**src/ccs_pkg.sv**
```systemverilog
// shared constants for the clock multiplier and clock select block
package ccs_pkg;

    // ------------------------------------------------------------
    // register map: indices, byte address is four times the index
    // ------------------------------------------------------------
    localparam logic [7:0] CCS_IDX_MUL_CTRL = 8'hB9;
    localparam logic [7:0] CCS_IDX_CLK_SEL = 8'hBA;
    localparam logic [7:0] CCS_IDX_STATUS = 8'hBB;
    localparam int CCS_ADDR_W = 10;
    localparam logic [CCS_ADDR_W-1:0] CCS_ADDR_MUL_CTRL = {CCS_IDX_MUL_CTRL, 2'b00};
    localparam logic [CCS_ADDR_W-1:0] CCS_ADDR_CLK_SEL = {CCS_IDX_CLK_SEL, 2'b00};
    localparam logic [CCS_ADDR_W-1:0] CCS_ADDR_STATUS = {CCS_IDX_STATUS, 2'b00};

    // ------------------------------------------------------------
    // field positions and reset values
    // ------------------------------------------------------------
    localparam int CCS_MUL_EN_BIT = 7;
    localparam int CCS_MUL_INIT_BIT = 6;
    localparam int CCS_MUL_RDY_BIT = 5;
    localparam int CCS_MUL_SEL_LSB = 0;
    localparam int CCS_USB_SEL_LSB = 4;
    localparam int CCS_SYS_SEL_LSB = 0;
    localparam int CCS_ST_XTAL_BIT = 0;
    localparam int CCS_ST_SYS_BUSY_BIT = 1;
    localparam int CCS_ST_USB_BUSY_BIT = 2;
    localparam logic [7:0] CCS_MUL_CTRL_RST = 8'h00;
    localparam logic [7:0] CCS_CLK_SEL_RST = 8'h00;

    // ------------------------------------------------------------
    // source encodings
    // ------------------------------------------------------------
    localparam logic [1:0] CCS_MSEL_INT = 2'h0;
    localparam logic [1:0] CCS_MSEL_EXT = 2'h1;
    localparam logic [1:0] CCS_MSEL_EXT_DIV2 = 2'h2;
    localparam logic [2:0] CCS_SYS_INT = 3'h0;
    localparam logic [2:0] CCS_SYS_EXT = 3'h1;
    localparam logic [2:0] CCS_SYS_MUL_DIV2 = 3'h2;
    localparam logic [2:0] CCS_SYS_MUL = 3'h3;
    localparam logic [2:0] CCS_SYS_LFO = 3'h4;
    localparam logic [2:0] CCS_USB_MUL = 3'h0;
    localparam logic [2:0] CCS_USB_INT_DIV2 = 3'h1;
    localparam logic [2:0] CCS_USB_EXT = 3'h2;
    localparam logic [2:0] CCS_USB_EXT_DIV2 = 3'h3;
    localparam logic [2:0] CCS_USB_EXT_DIV3 = 3'h4;
    localparam logic [2:0] CCS_USB_EXT_DIV4 = 3'h5;
    localparam logic [2:0] CCS_USB_MAX = 3'h5;
    localparam logic [1:0] CCS_XMODE_CRYSTAL = 2'h3;
    localparam logic [1:0] CCS_DIV3_LAST = 2'h2;

    // multiplier sequencing, gray coded along off-enabled-init-ready
    typedef enum logic [1:0] {
        CCS_MUL_OFF = 2'b00,
        CCS_MUL_ENABLED = 2'b01,
        CCS_MUL_INIT = 2'b11,
        CCS_MUL_READY = 2'b10
    } ccs_mul_state_t;

endpackage : ccs_pkg

```
**src/ccs_glitch_mux.sv**
```systemverilog
// glitch free selector over sampled clock sources
`timescale 1ns/100ps

module ccs_glitch_mux #(
    parameter int N = 8,
    parameter int SW = 3
) (
    input wire logic clk_sys_in,
    input wire logic reset_n_in,
    input wire logic [N-1:0] src_in,
    input wire logic [SW-1:0] sel_in,
    output logic clk_out,
    output logic busy_out
);

    logic [SW-1:0] cur_r;
    logic out_r;
    logic park_r;

    // -----------------------------------------------------------
    // switch sequence
    // -----------------------------------------------------------
    // the old source is only left while low and the new one is only
    // joined while low, so no high phase is ever cut short
    always_ff @(posedge clk_sys_in or negedge reset_n_in) begin
        if (!reset_n_in) begin
            cur_r <= '0;
            out_r <= 1'b0;
            park_r <= 1'b0;
        end else if (!park_r && sel_in == cur_r) begin
            out_r <= src_in[cur_r];
        end else if (!park_r) begin
            out_r <= src_in[cur_r]; // finish the running high phase
            park_r <= !src_in[cur_r];
        end else begin
            out_r <= 1'b0; // parked low
            if (!src_in[sel_in]) begin
                cur_r <= sel_in;
                park_r <= 1'b0;
            end
        end
    end

    assign clk_out = out_r;
    assign busy_out = park_r;

endmodule : ccs_glitch_mux

```
**src/ccs_clock_control.sv**
```systemverilog
// clock multiplier control, system and usb clock selection
//
// Overview of operation
// - multiplier output is four times its input, 12 MHz gives 48 MHz
// - control bit 7 enables the multiplier, clearing it disables it
// - init bit zero at enable; writing one while enabled starts initialization
// - control bit 5 is read only ready flag, one once locked
// - control bits 4 to 2 read zero, writes ignored
// - input select: 00 internal, 01 external, 10 external/2, 11 reserved
// - internal oscillator usable immediately, no settling wait
// - hardware sets crystal valid once external oscillator settled
// - external oscillator still clocks timers, counters and usb
// - system clock switchable on the fly among settled sources
// - usb select bits 6 to 4: multiplier, int/2, ext, ext/2, /3, /4
// - system select bits 2 to 0: int, ext, mul/2, mul, low frequency
// - undivided multiplier system option only on 48 MHz variants
// - select bits 7 and 3 read zero, writes ignored
// - external mode 110 crystal, 111 crystal with divide by two
// - crystal valid reads zero unless crystal mode running and stable
`timescale 1ns/100ps

module ccs_clock_control #(
    parameter bit HAS_48MHZ = 1'b1
) (
    input wire logic clk_sys_in,
    input wire logic reset_n_in,
    input wire logic [ccs_pkg::CCS_ADDR_W-1:0] avs_address_in,
    input wire logic avs_read_in,
    input wire logic avs_write_in,
    input wire logic [31:0] avs_writedata_in,
    input wire logic [3:0] avs_byteenable_in,
    output logic [31:0] avs_readdata_out,
    output logic avs_waitrequest_out,
    input wire logic int_osc_in,
    input wire logic ext_osc_in,
    input wire logic lf_osc_in,
    input wire logic mul_clk_in,
    input wire logic mul_lock_in,
    input wire logic [2:0] external_oscillator_mode_in,
    input wire logic xtal_settled_in,
    output logic multiplier_enable_out,
    output logic multiplier_initialize_out,
    output logic mul_ref_clk_out,
    output logic sys_clk_out,
    output logic usb_clk_out,
    output logic periph_ext_clk_out
);

    // ------------------------------------------------------------
    // declarations
    // ------------------------------------------------------------
    logic wait_r;
    logic [31:0] rdata_r;
    logic [7:0] mul_ctrl_r;
    logic [2:0] usb_sel_r;
    logic [2:0] sys_sel_r;
    ccs_pkg::ccs_mul_state_t mul_st_r;
    logic lock_meta_r;
    logic lock_sync_r;
    logic mul_gate_r;
    logic xtal_valid_r;
    logic int_prev_r;
    logic ext_prev_r;
    logic mul_prev_r;
    logic int_div2_r;
    logic mul_div2_r;
    logic [2:0] ext_cnt_r;
    logic [1:0] ext_cnt3_r;
    logic ext_div3_r;
    logic ref_r;
    logic periph_r;
    logic wr_go;
    logic wr_lane0;
    logic mul_ready;
    logic mul_gated;
    logic [7:0] sys_src;
    logic [7:0] usb_src;
    logic sys_clk;
    logic usb_clk;
    logic sys_busy;
    logic usb_busy;
    logic [7:0] mul_ctrl_rd;
    logic [7:0] clk_sel_rd;
    logic [7:0] status_rd;

    // ------------------------------------------------------------
    // avalon slave: one wait cycle, then the answer
    // ------------------------------------------------------------
    // the write lands at the edge where waitrequest is seen low
    assign wr_go = avs_write_in && !wait_r;
    assign wr_lane0 = wr_go && avs_byteenable_in[0];

    always_ff @(posedge clk_sys_in or negedge reset_n_in) begin
        if (!reset_n_in) begin
            wait_r <= 1'b1;
        end else begin
            wait_r <= !((avs_read_in || avs_write_in) && wait_r);
        end
    end

    // readback values; unused bits are constant zero
    assign mul_ctrl_rd = {mul_ctrl_r[ccs_pkg::CCS_MUL_EN_BIT],
                          mul_ctrl_r[ccs_pkg::CCS_MUL_INIT_BIT],
                          mul_ready, 3'h0, mul_ctrl_r[1:0]};
    assign clk_sel_rd = {1'b0, usb_sel_r, 1'b0, sys_sel_r};
    assign status_rd = {5'h00, usb_busy, sys_busy, xtal_valid_r};

    // read data is latched at the wait cycle edge, while waitrequest is still high, and stands after
    always_ff @(posedge clk_sys_in or negedge reset_n_in) begin
        if (!reset_n_in) begin
            rdata_r <= 32'h0000_0000;
        end else if (avs_read_in && wait_r) begin
            unique case (avs_address_in)
                ccs_pkg::CCS_ADDR_MUL_CTRL: rdata_r <= {24'h00_0000, mul_ctrl_rd};
                ccs_pkg::CCS_ADDR_CLK_SEL: rdata_r <= {24'h00_0000, clk_sel_rd};
                ccs_pkg::CCS_ADDR_STATUS: rdata_r <= {24'h00_0000, status_rd};
                default: rdata_r <= 32'h0000_0000; // unmapped reads zero
            endcase
        end
    end

    assign avs_readdata_out = rdata_r;
    assign avs_waitrequest_out = wait_r;

    // ------------------------------------------------------------
    // multiplier control register
    // ------------------------------------------------------------
    // init only sticks while the multiplier is already enabled; a write
    // that sets enable and init together starts enabled but not init
    always_ff @(posedge clk_sys_in or negedge reset_n_in) begin
        if (!reset_n_in) begin
            mul_ctrl_r <= ccs_pkg::CCS_MUL_CTRL_RST;
        end else if (wr_lane0 && avs_address_in == ccs_pkg::CCS_ADDR_MUL_CTRL) begin
            mul_ctrl_r[ccs_pkg::CCS_MUL_EN_BIT] <=
                avs_writedata_in[ccs_pkg::CCS_MUL_EN_BIT];
            mul_ctrl_r[ccs_pkg::CCS_MUL_INIT_BIT] <=
                avs_writedata_in[ccs_pkg::CCS_MUL_INIT_BIT] &&
                avs_writedata_in[ccs_pkg::CCS_MUL_EN_BIT] &&
                mul_ctrl_r[ccs_pkg::CCS_MUL_EN_BIT];
            mul_ctrl_r[1:0] <= avs_writedata_in[1:0];
        end
    end

    // ------------------------------------------------------------
    // clock select register
    // ------------------------------------------------------------
    // reserved codes are refused so the muxes never park on a dead source
    always_ff @(posedge clk_sys_in or negedge reset_n_in) begin
        if (!reset_n_in) begin
            usb_sel_r <= ccs_pkg::CCS_CLK_SEL_RST[6:4];
            sys_sel_r <= ccs_pkg::CCS_CLK_SEL_RST[2:0];
        end else if (wr_lane0 && avs_address_in == ccs_pkg::CCS_ADDR_CLK_SEL) begin
            if (avs_writedata_in[6:4] <= ccs_pkg::CCS_USB_MAX) begin
                usb_sel_r <= avs_writedata_in[6:4];
            end
            if (avs_writedata_in[2:0] <= ccs_pkg::CCS_SYS_LFO &&
                (HAS_48MHZ || avs_writedata_in[2:0] != ccs_pkg::CCS_SYS_MUL)) begin
                sys_sel_r <= avs_writedata_in[2:0];
            end
        end
    end

    // ------------------------------------------------------------
    // multiplier sequencing and lock
    // ------------------------------------------------------------
    // lock from the analog macro is asynchronous, two flops
    always_ff @(posedge clk_sys_in or negedge reset_n_in) begin
        if (!reset_n_in) begin
            lock_meta_r <= 1'b0;
            lock_sync_r <= 1'b0;
            mul_gate_r <= 1'b0;
        end else begin
            lock_meta_r <= mul_lock_in;
            lock_sync_r <= lock_meta_r;
            if (!mul_clk_in) begin
                mul_gate_r <= mul_ready; // no runt
            end
        end
    end

    // ready falls at once if enable or lock is lost
    always_ff @(posedge clk_sys_in or negedge reset_n_in) begin
        if (!reset_n_in) begin
            mul_st_r <= ccs_pkg::CCS_MUL_OFF;
        end else if (!mul_ctrl_r[ccs_pkg::CCS_MUL_EN_BIT]) begin
            mul_st_r <= ccs_pkg::CCS_MUL_OFF;
        end else begin
            unique case (mul_st_r)
                ccs_pkg::CCS_MUL_OFF: mul_st_r <= ccs_pkg::CCS_MUL_ENABLED;
                ccs_pkg::CCS_MUL_ENABLED: begin
                    if (mul_ctrl_r[ccs_pkg::CCS_MUL_INIT_BIT]) begin
                        mul_st_r <= ccs_pkg::CCS_MUL_INIT;
                    end
                end
                ccs_pkg::CCS_MUL_INIT: begin
                    if (lock_sync_r) begin
                        mul_st_r <= ccs_pkg::CCS_MUL_READY;
                    end
                end
                ccs_pkg::CCS_MUL_READY: begin
                    if (!lock_sync_r) begin
                        mul_st_r <= ccs_pkg::CCS_MUL_INIT;
                    end
                end
            endcase
        end
    end

    assign mul_ready = (mul_st_r == ccs_pkg::CCS_MUL_READY);
    assign multiplier_enable_out = mul_ctrl_r[ccs_pkg::CCS_MUL_EN_BIT];
    assign multiplier_initialize_out = mul_st_r[1];
    // the macro multiplies the reference by four; it is passed on only once locked
    assign mul_gated = mul_clk_in && mul_gate_r;

    // ------------------------------------------------------------
    // crystal valid flag
    // ------------------------------------------------------------
    // only meaningful in the crystal modes, otherwise held at zero
    always_ff @(posedge clk_sys_in or negedge reset_n_in) begin
        if (!reset_n_in) begin
            xtal_valid_r <= 1'b0;
        end else begin
            xtal_valid_r <= xtal_settled_in &&
                external_oscillator_mode_in[2:1] == ccs_pkg::CCS_XMODE_CRYSTAL;
        end
    end

    // ------------------------------------------------------------
    // source dividers on sampled oscillator edges
    // ------------------------------------------------------------
    // sources are sampled, so they must run below half the sample rate
    always_ff @(posedge clk_sys_in or negedge reset_n_in) begin
        if (!reset_n_in) begin
            int_prev_r <= 1'b0;
            ext_prev_r <= 1'b0;
            mul_prev_r <= 1'b0;
            int_div2_r <= 1'b0;
            mul_div2_r <= 1'b0;
            ext_cnt_r <= 3'h0;
            ext_cnt3_r <= 2'h0;
            ext_div3_r <= 1'b0;
        end else begin
            int_prev_r <= int_osc_in;
            ext_prev_r <= ext_osc_in;
            mul_prev_r <= mul_gated;
            if (int_osc_in && !int_prev_r) begin
                int_div2_r <= !int_div2_r;
            end
            if (mul_gated && !mul_prev_r) begin
                mul_div2_r <= !mul_div2_r;
            end
            if (ext_osc_in && !ext_prev_r) begin
                ext_cnt_r <= ext_cnt_r + 3'h1;
                ext_cnt3_r <= (ext_cnt3_r == ccs_pkg::CCS_DIV3_LAST) ? 2'h0 : ext_cnt3_r + 2'h1;
                ext_div3_r <= (ext_cnt3_r == ccs_pkg::CCS_DIV3_LAST);
            end
        end
    end

    // ------------------------------------------------------------
    // multiplier reference and peripheral clock
    // ------------------------------------------------------------
    // external divided by eight keeps timers running whatever the system source
    always_ff @(posedge clk_sys_in or negedge reset_n_in) begin
        if (!reset_n_in) begin
            ref_r <= 1'b0;
            periph_r <= 1'b0;
        end else begin
            unique case (mul_ctrl_r[1:0])
                ccs_pkg::CCS_MSEL_INT: ref_r <= int_osc_in;
                ccs_pkg::CCS_MSEL_EXT: ref_r <= ext_osc_in;
                ccs_pkg::CCS_MSEL_EXT_DIV2: ref_r <= ext_cnt_r[0];
                default: ref_r <= 1'b0; // reserved code feeds nothing
            endcase
            periph_r <= ext_cnt_r[2];
        end
    end

    assign mul_ref_clk_out = ref_r;
    assign periph_ext_clk_out = periph_r;

    // ------------------------------------------------------------
    // glitch free system and usb selection
    // ------------------------------------------------------------
    // internal oscillator is passed without any readiness gate
    assign sys_src = {3'h0, lf_osc_in, mul_gated, mul_div2_r, ext_osc_in, int_osc_in};
    assign usb_src = {2'h0, ext_cnt_r[1], ext_div3_r, ext_cnt_r[0], ext_osc_in,
                      int_div2_r, mul_gated};

    ccs_glitch_mux #(.N(8), .SW(3)) u_sys_mux (
        .clk_sys_in(clk_sys_in),
        .reset_n_in(reset_n_in),
        .src_in(sys_src),
        .sel_in(sys_sel_r),
        .clk_out(sys_clk),
        .busy_out(sys_busy)
    );

    ccs_glitch_mux #(.N(8), .SW(3)) u_usb_mux (
        .clk_sys_in(clk_sys_in),
        .reset_n_in(reset_n_in),
        .src_in(usb_src),
        .sel_in(usb_sel_r),
        .clk_out(usb_clk),
        .busy_out(usb_busy)
    );

    assign sys_clk_out = sys_clk;
    assign usb_clk_out = usb_clk;

endmodule : ccs_clock_control

```
**config.mk**
```make
export PLATFORM = sky130hd
export DESIGN_NAME = ccs_clock_control
export DESIGN_NICKNAME = d
export VERILOG_FILES = /design/src/ccs_pkg.sv /design/src/ccs_glitch_mux.sv /design/src/ccs_clock_control.sv
export SDC_FILE = /design/constraint.sdc
export NUM_CORES = 1
export LEC_CHECK = 0
export ABC_AREA = 1
export BUFFER_PORTS_ARGS = -buffer_cell sky130_fd_sc_hd__buf_2
export CORE_UTILIZATION = 44
export CTS_CLUSTER_SIZE = 16
export DETAILED_ROUTE_END_ITERATION = 12
export GPL_ROUTABILITY_DRIVEN = 0
export GPL_TIMING_DRIVEN = 0
export PLACE_DENSITY = 0.75
export SLEW_MARGIN = 10
export SYNTH_ARGS = -nofsm -noshare
export SYNTH_HDL_FRONTEND = slang
export SYNTH_HIERARCHICAL = 1
export SYNTH_SLANG_ARGS = --single-unit
```
**constraint.sdc**
```tcl
create_clock -name clk_sys_in -period 1.1 [get_ports clk_sys_in]
set_input_delay 0.165 -clock clk_sys_in [delete_from_list [all_inputs] [get_ports clk_sys_in]]
set_output_delay 0.165 -clock clk_sys_in [all_outputs]
set_load 0.05 [all_outputs]
```
==> impl_metrics.py <==
metrics = {
    "critical_path": {
        "crit_required_ns": 1.31,
        "cp-start-kind": "flip-flop",
        "crit_slowest_cell": "dfstp_2",
        "crit_type": "reg2reg",
        "cp.arrival_ns": 1.47,
        "ff2ff_setup_slack_ns": -0.16,
        "crit_path_cell_trace": "nand3b_1 > nor2_4 > buf_12 > nand2_8 > nand2_4 > o21ai_2",
        "cp_slowest_stage_delay_ns": 0.40,
        "cp_max_fo": 4,
        "end_kind": "flip-flop",
        "r2r-start": "avs_waitrequest_out",
        "cp-startpoint": "avs_waitrequest_out",
    },
    "finish": {
        "postLayoutCoreUtil": 0.642,
        "drive_gt1_frac": 0.385,
        "final_area_um2": 3640,
        "nFillCells": 468,
        "mostFrequentLayoutCells": "nand2_1, buf_4, inv_1",
        "syn_to_final_growth_pct": 37.1,
        "n_antenna_cell": 0,
        "nNetsFinal": 508,
        "finalNonFillerCells": 521,
        "layout_commonest_cell": "nand2_1",
    },
    "clock_tree": {
        "cts_sinks": 47,
        "clk_pin_slew_ns": 0.10,
        "cts_buffers": 5,
        "htree_levels": 2,
        "clockBufferDepth": 2,
        "cts_tree": "built",
        "clk_latency_ns": 0.30,
        "root_buffer": "clkbuf_8",
    },
    "routing": {
        "dr.pass1.iters": 4,
        "vias": 2485,
        "drc": 0,
        "drt_iter0_markers": 174,
        "vias_per_cell": 4.77,
        "wirelength_mm": 6.70,
        "routedWlPerCell_um": 12.9,
        "drtAntennaViolNets": 0,
    },
    "timing": {
        "setup_viol": 23,
        "worst_pin_slew_ns": 1.05,
        "grt_setup_unrepaired": "yes",
        "relSlewSlack": 0.303,
        "fmax_mhz": 793,
        "fin_crit_sh": 1.15,
        "fin_crit_ns": 1.26,
        "finClkSkew_ns": 0.00388,
        "hold_violations": 0,
        "fin_ws_ns": -0.160,
        "slew_violations": 0,
    },
    "global_routing": {
        "grt_max_degree": 48,
        "overflow": 0,
        "grt_pass1_vias": 2325,
        "grt_pass1_wl_mm": 10.4,
        "grt_use_total": 0.212,
        "antenna_found_initial": 0,
    },
    "yosys": {
        "synthCells": 344,
        "seq_area_frac_synth": 0.443,
        "synth_area_um2": 2660,
        "synthTopCellsByArea": "dfrtp_1, nand2_1, buf_4",
        "synth.distinct_cells": 29,
        "syn_area_per_cell_um2": 7.72,
        "ys_warn_count": 6,
        "synth-seq-cells": 47,
        "synth_top_area_frac": 0.433,
        "yosys.area.top_type": "dfrtp_1",
    },
    "status": {
        "failed_checks": "negative setup slack",
        "status": "finished, violations left",
    },
    "hold_path": {
        "hold_class": "in2async",
    },
    "placement": {
        "placed_cell_area_um2": 3100,
        "dp_hpwl_mm": 4.20,
        "io_buffers": 43,
        "dp_cells": 493,
    },
    "power_and_ir_drop": {
        "power_density_nw_per_um2": 1220,
        "power.leakage_nw": 1.92,
        "ir_drop_mv": 0.724,
    },
    "floorplan": {
        "die_h_um": 79.7,
        "coreArea_um2": 5680,
        "die_x_um": 79.7,
        "dieArea_um2": 6350,
        "row_count": 27,
        "io_pins": 98,
        "start_util": 0.468,
    },
    "job": {
        "cap_viol_max_count": 0,
    },
}
==> power breakdown <==
group / internal, mW / switching [mW]
Clock: 0.690 / 0.654
Combinational: 0.339 / 0.666
Sequential: 1.92 / 0.158
Total: 2.95 / 1.48
==> timing repair <==
item	4_1_cts	5_1_grt
gates resized for setup	40	42
setup buffers	12	7
setup endpoints to repair	31	37
endpoints found under the hold margin	1	0
pin swaps	19	17
hold buffers	1	0
==> layer usage <==
metal | global-route usage | part of all wire | vias to the layer above
li1 | - | - | 1235
met1 | 0.261 | 0.41 | 1152
met2 | 0.370 | 0.52 | 86
met3 | 0.0320 | 0.049 | 12
met4 | 0.0800 | 0.023 | 0
met5 | 0 | 0 | -
==> final timing paths <==
path	to	depth (start not counted)
max	usb_sel_r[1]	6
min	ext_cnt_r[2]	1
max reg2reg	usb_sel_r[1]	6
min reg2reg	lock_sync_r	0
max in group asynchronous	u_usb_mux/cur_r[0]	1
min in group clk_sys_in	int_prev_r	1
==> critical path, delay by kind of cell (launching register included) <==
| family | cells | cell delay [ns] |
|---|---|---|
| DFF | 1 | 0.40 |
| buffers and inverters | 1 | 0.15 |
| AOI/OAI and AO/OA | 1 | 0.04 |
| and+or+nand+nor | 4 | 0.56 |
==> cell type report <==
type                            instances  area, um2  area share
Multi-Input combinational cell        253       1410       0.388
Sequential cell                        47       1190       0.326
Timing Repair Buffer                   63        427       0.117
Inverter                               52        215      0.0591
Buffer                                 26        193      0.0529
Tap cell                               72       90.1      0.0247
Clock buffer                            5       68.8      0.0189
Clock inverter                          3       47.5      0.0131
==> cells by family after synthesis <==
group / Yosys count / synth area share
buf+inv: 78 / 0.147
flops: 47 / 0.443
xor+xnor: 4 / 0.0132
fa+ha+maj: 1 / 0.00471
other cells: 1 / 0.00141
simple gates: 188 / 0.340
compound gates: 25 / 0.0509
==> stage by stage <==
stage	hold slack (ns)	setup WS [ns]	power, mW	TNS [ns]
global route	0.0161	-0.212	4.64	-3.73
detailed placement	0.275	-0.220	3.00	-4.50
floorplan	-0.131	-0.183	2.77	-2.12
global placement	0.273	-0.156	2.97	-2.64
finish	0.0369	-0.160	4.43	-2.17
CTS	0.0167	-0.125	4.39	-1.37
==> state kept, by name (all words and copies together) (netlist names), 2 cells and up <==
| signal | flops |
|---|---|
| avs_readdata_out | 7 |
| ext_cnt3_r | 2 |
| sys_sel_r | 3 |
| mul_ctrl_r | 3 |
| u_usb_mux/cur_r | 3 |
| mul_st_r | 2 |
| ext_cnt_r | 3 |
| u_sys_mux/cur_r | 3 |
| usb_sel_r | 3 |
==> cell usage after synthesis <==
cell	instances
or2_2	1
dfstp_2	1
buf_4	25
dfrtp_1	46
nand3b_1	5
buf_2	1
o21ai_2	1
nor2_4	4
a21oi_1	5
and3_1	1
nand4_1	11
o22ai_1	2
inv_1	46
nand4_2	1
nand3_1	29
nand3_2	7
o21ai_0	16
nor3b_1	1
nand2_4	1
nor2_1	13
inv_2	4
o32ai_1	1
nand2_2	6
clkinv_2	2
nand2_1	108
ha_1	1
conb_1	1
xnor2_1	2
xor2_1	2
Note: power is estimated with default switching activity, not from simulation.
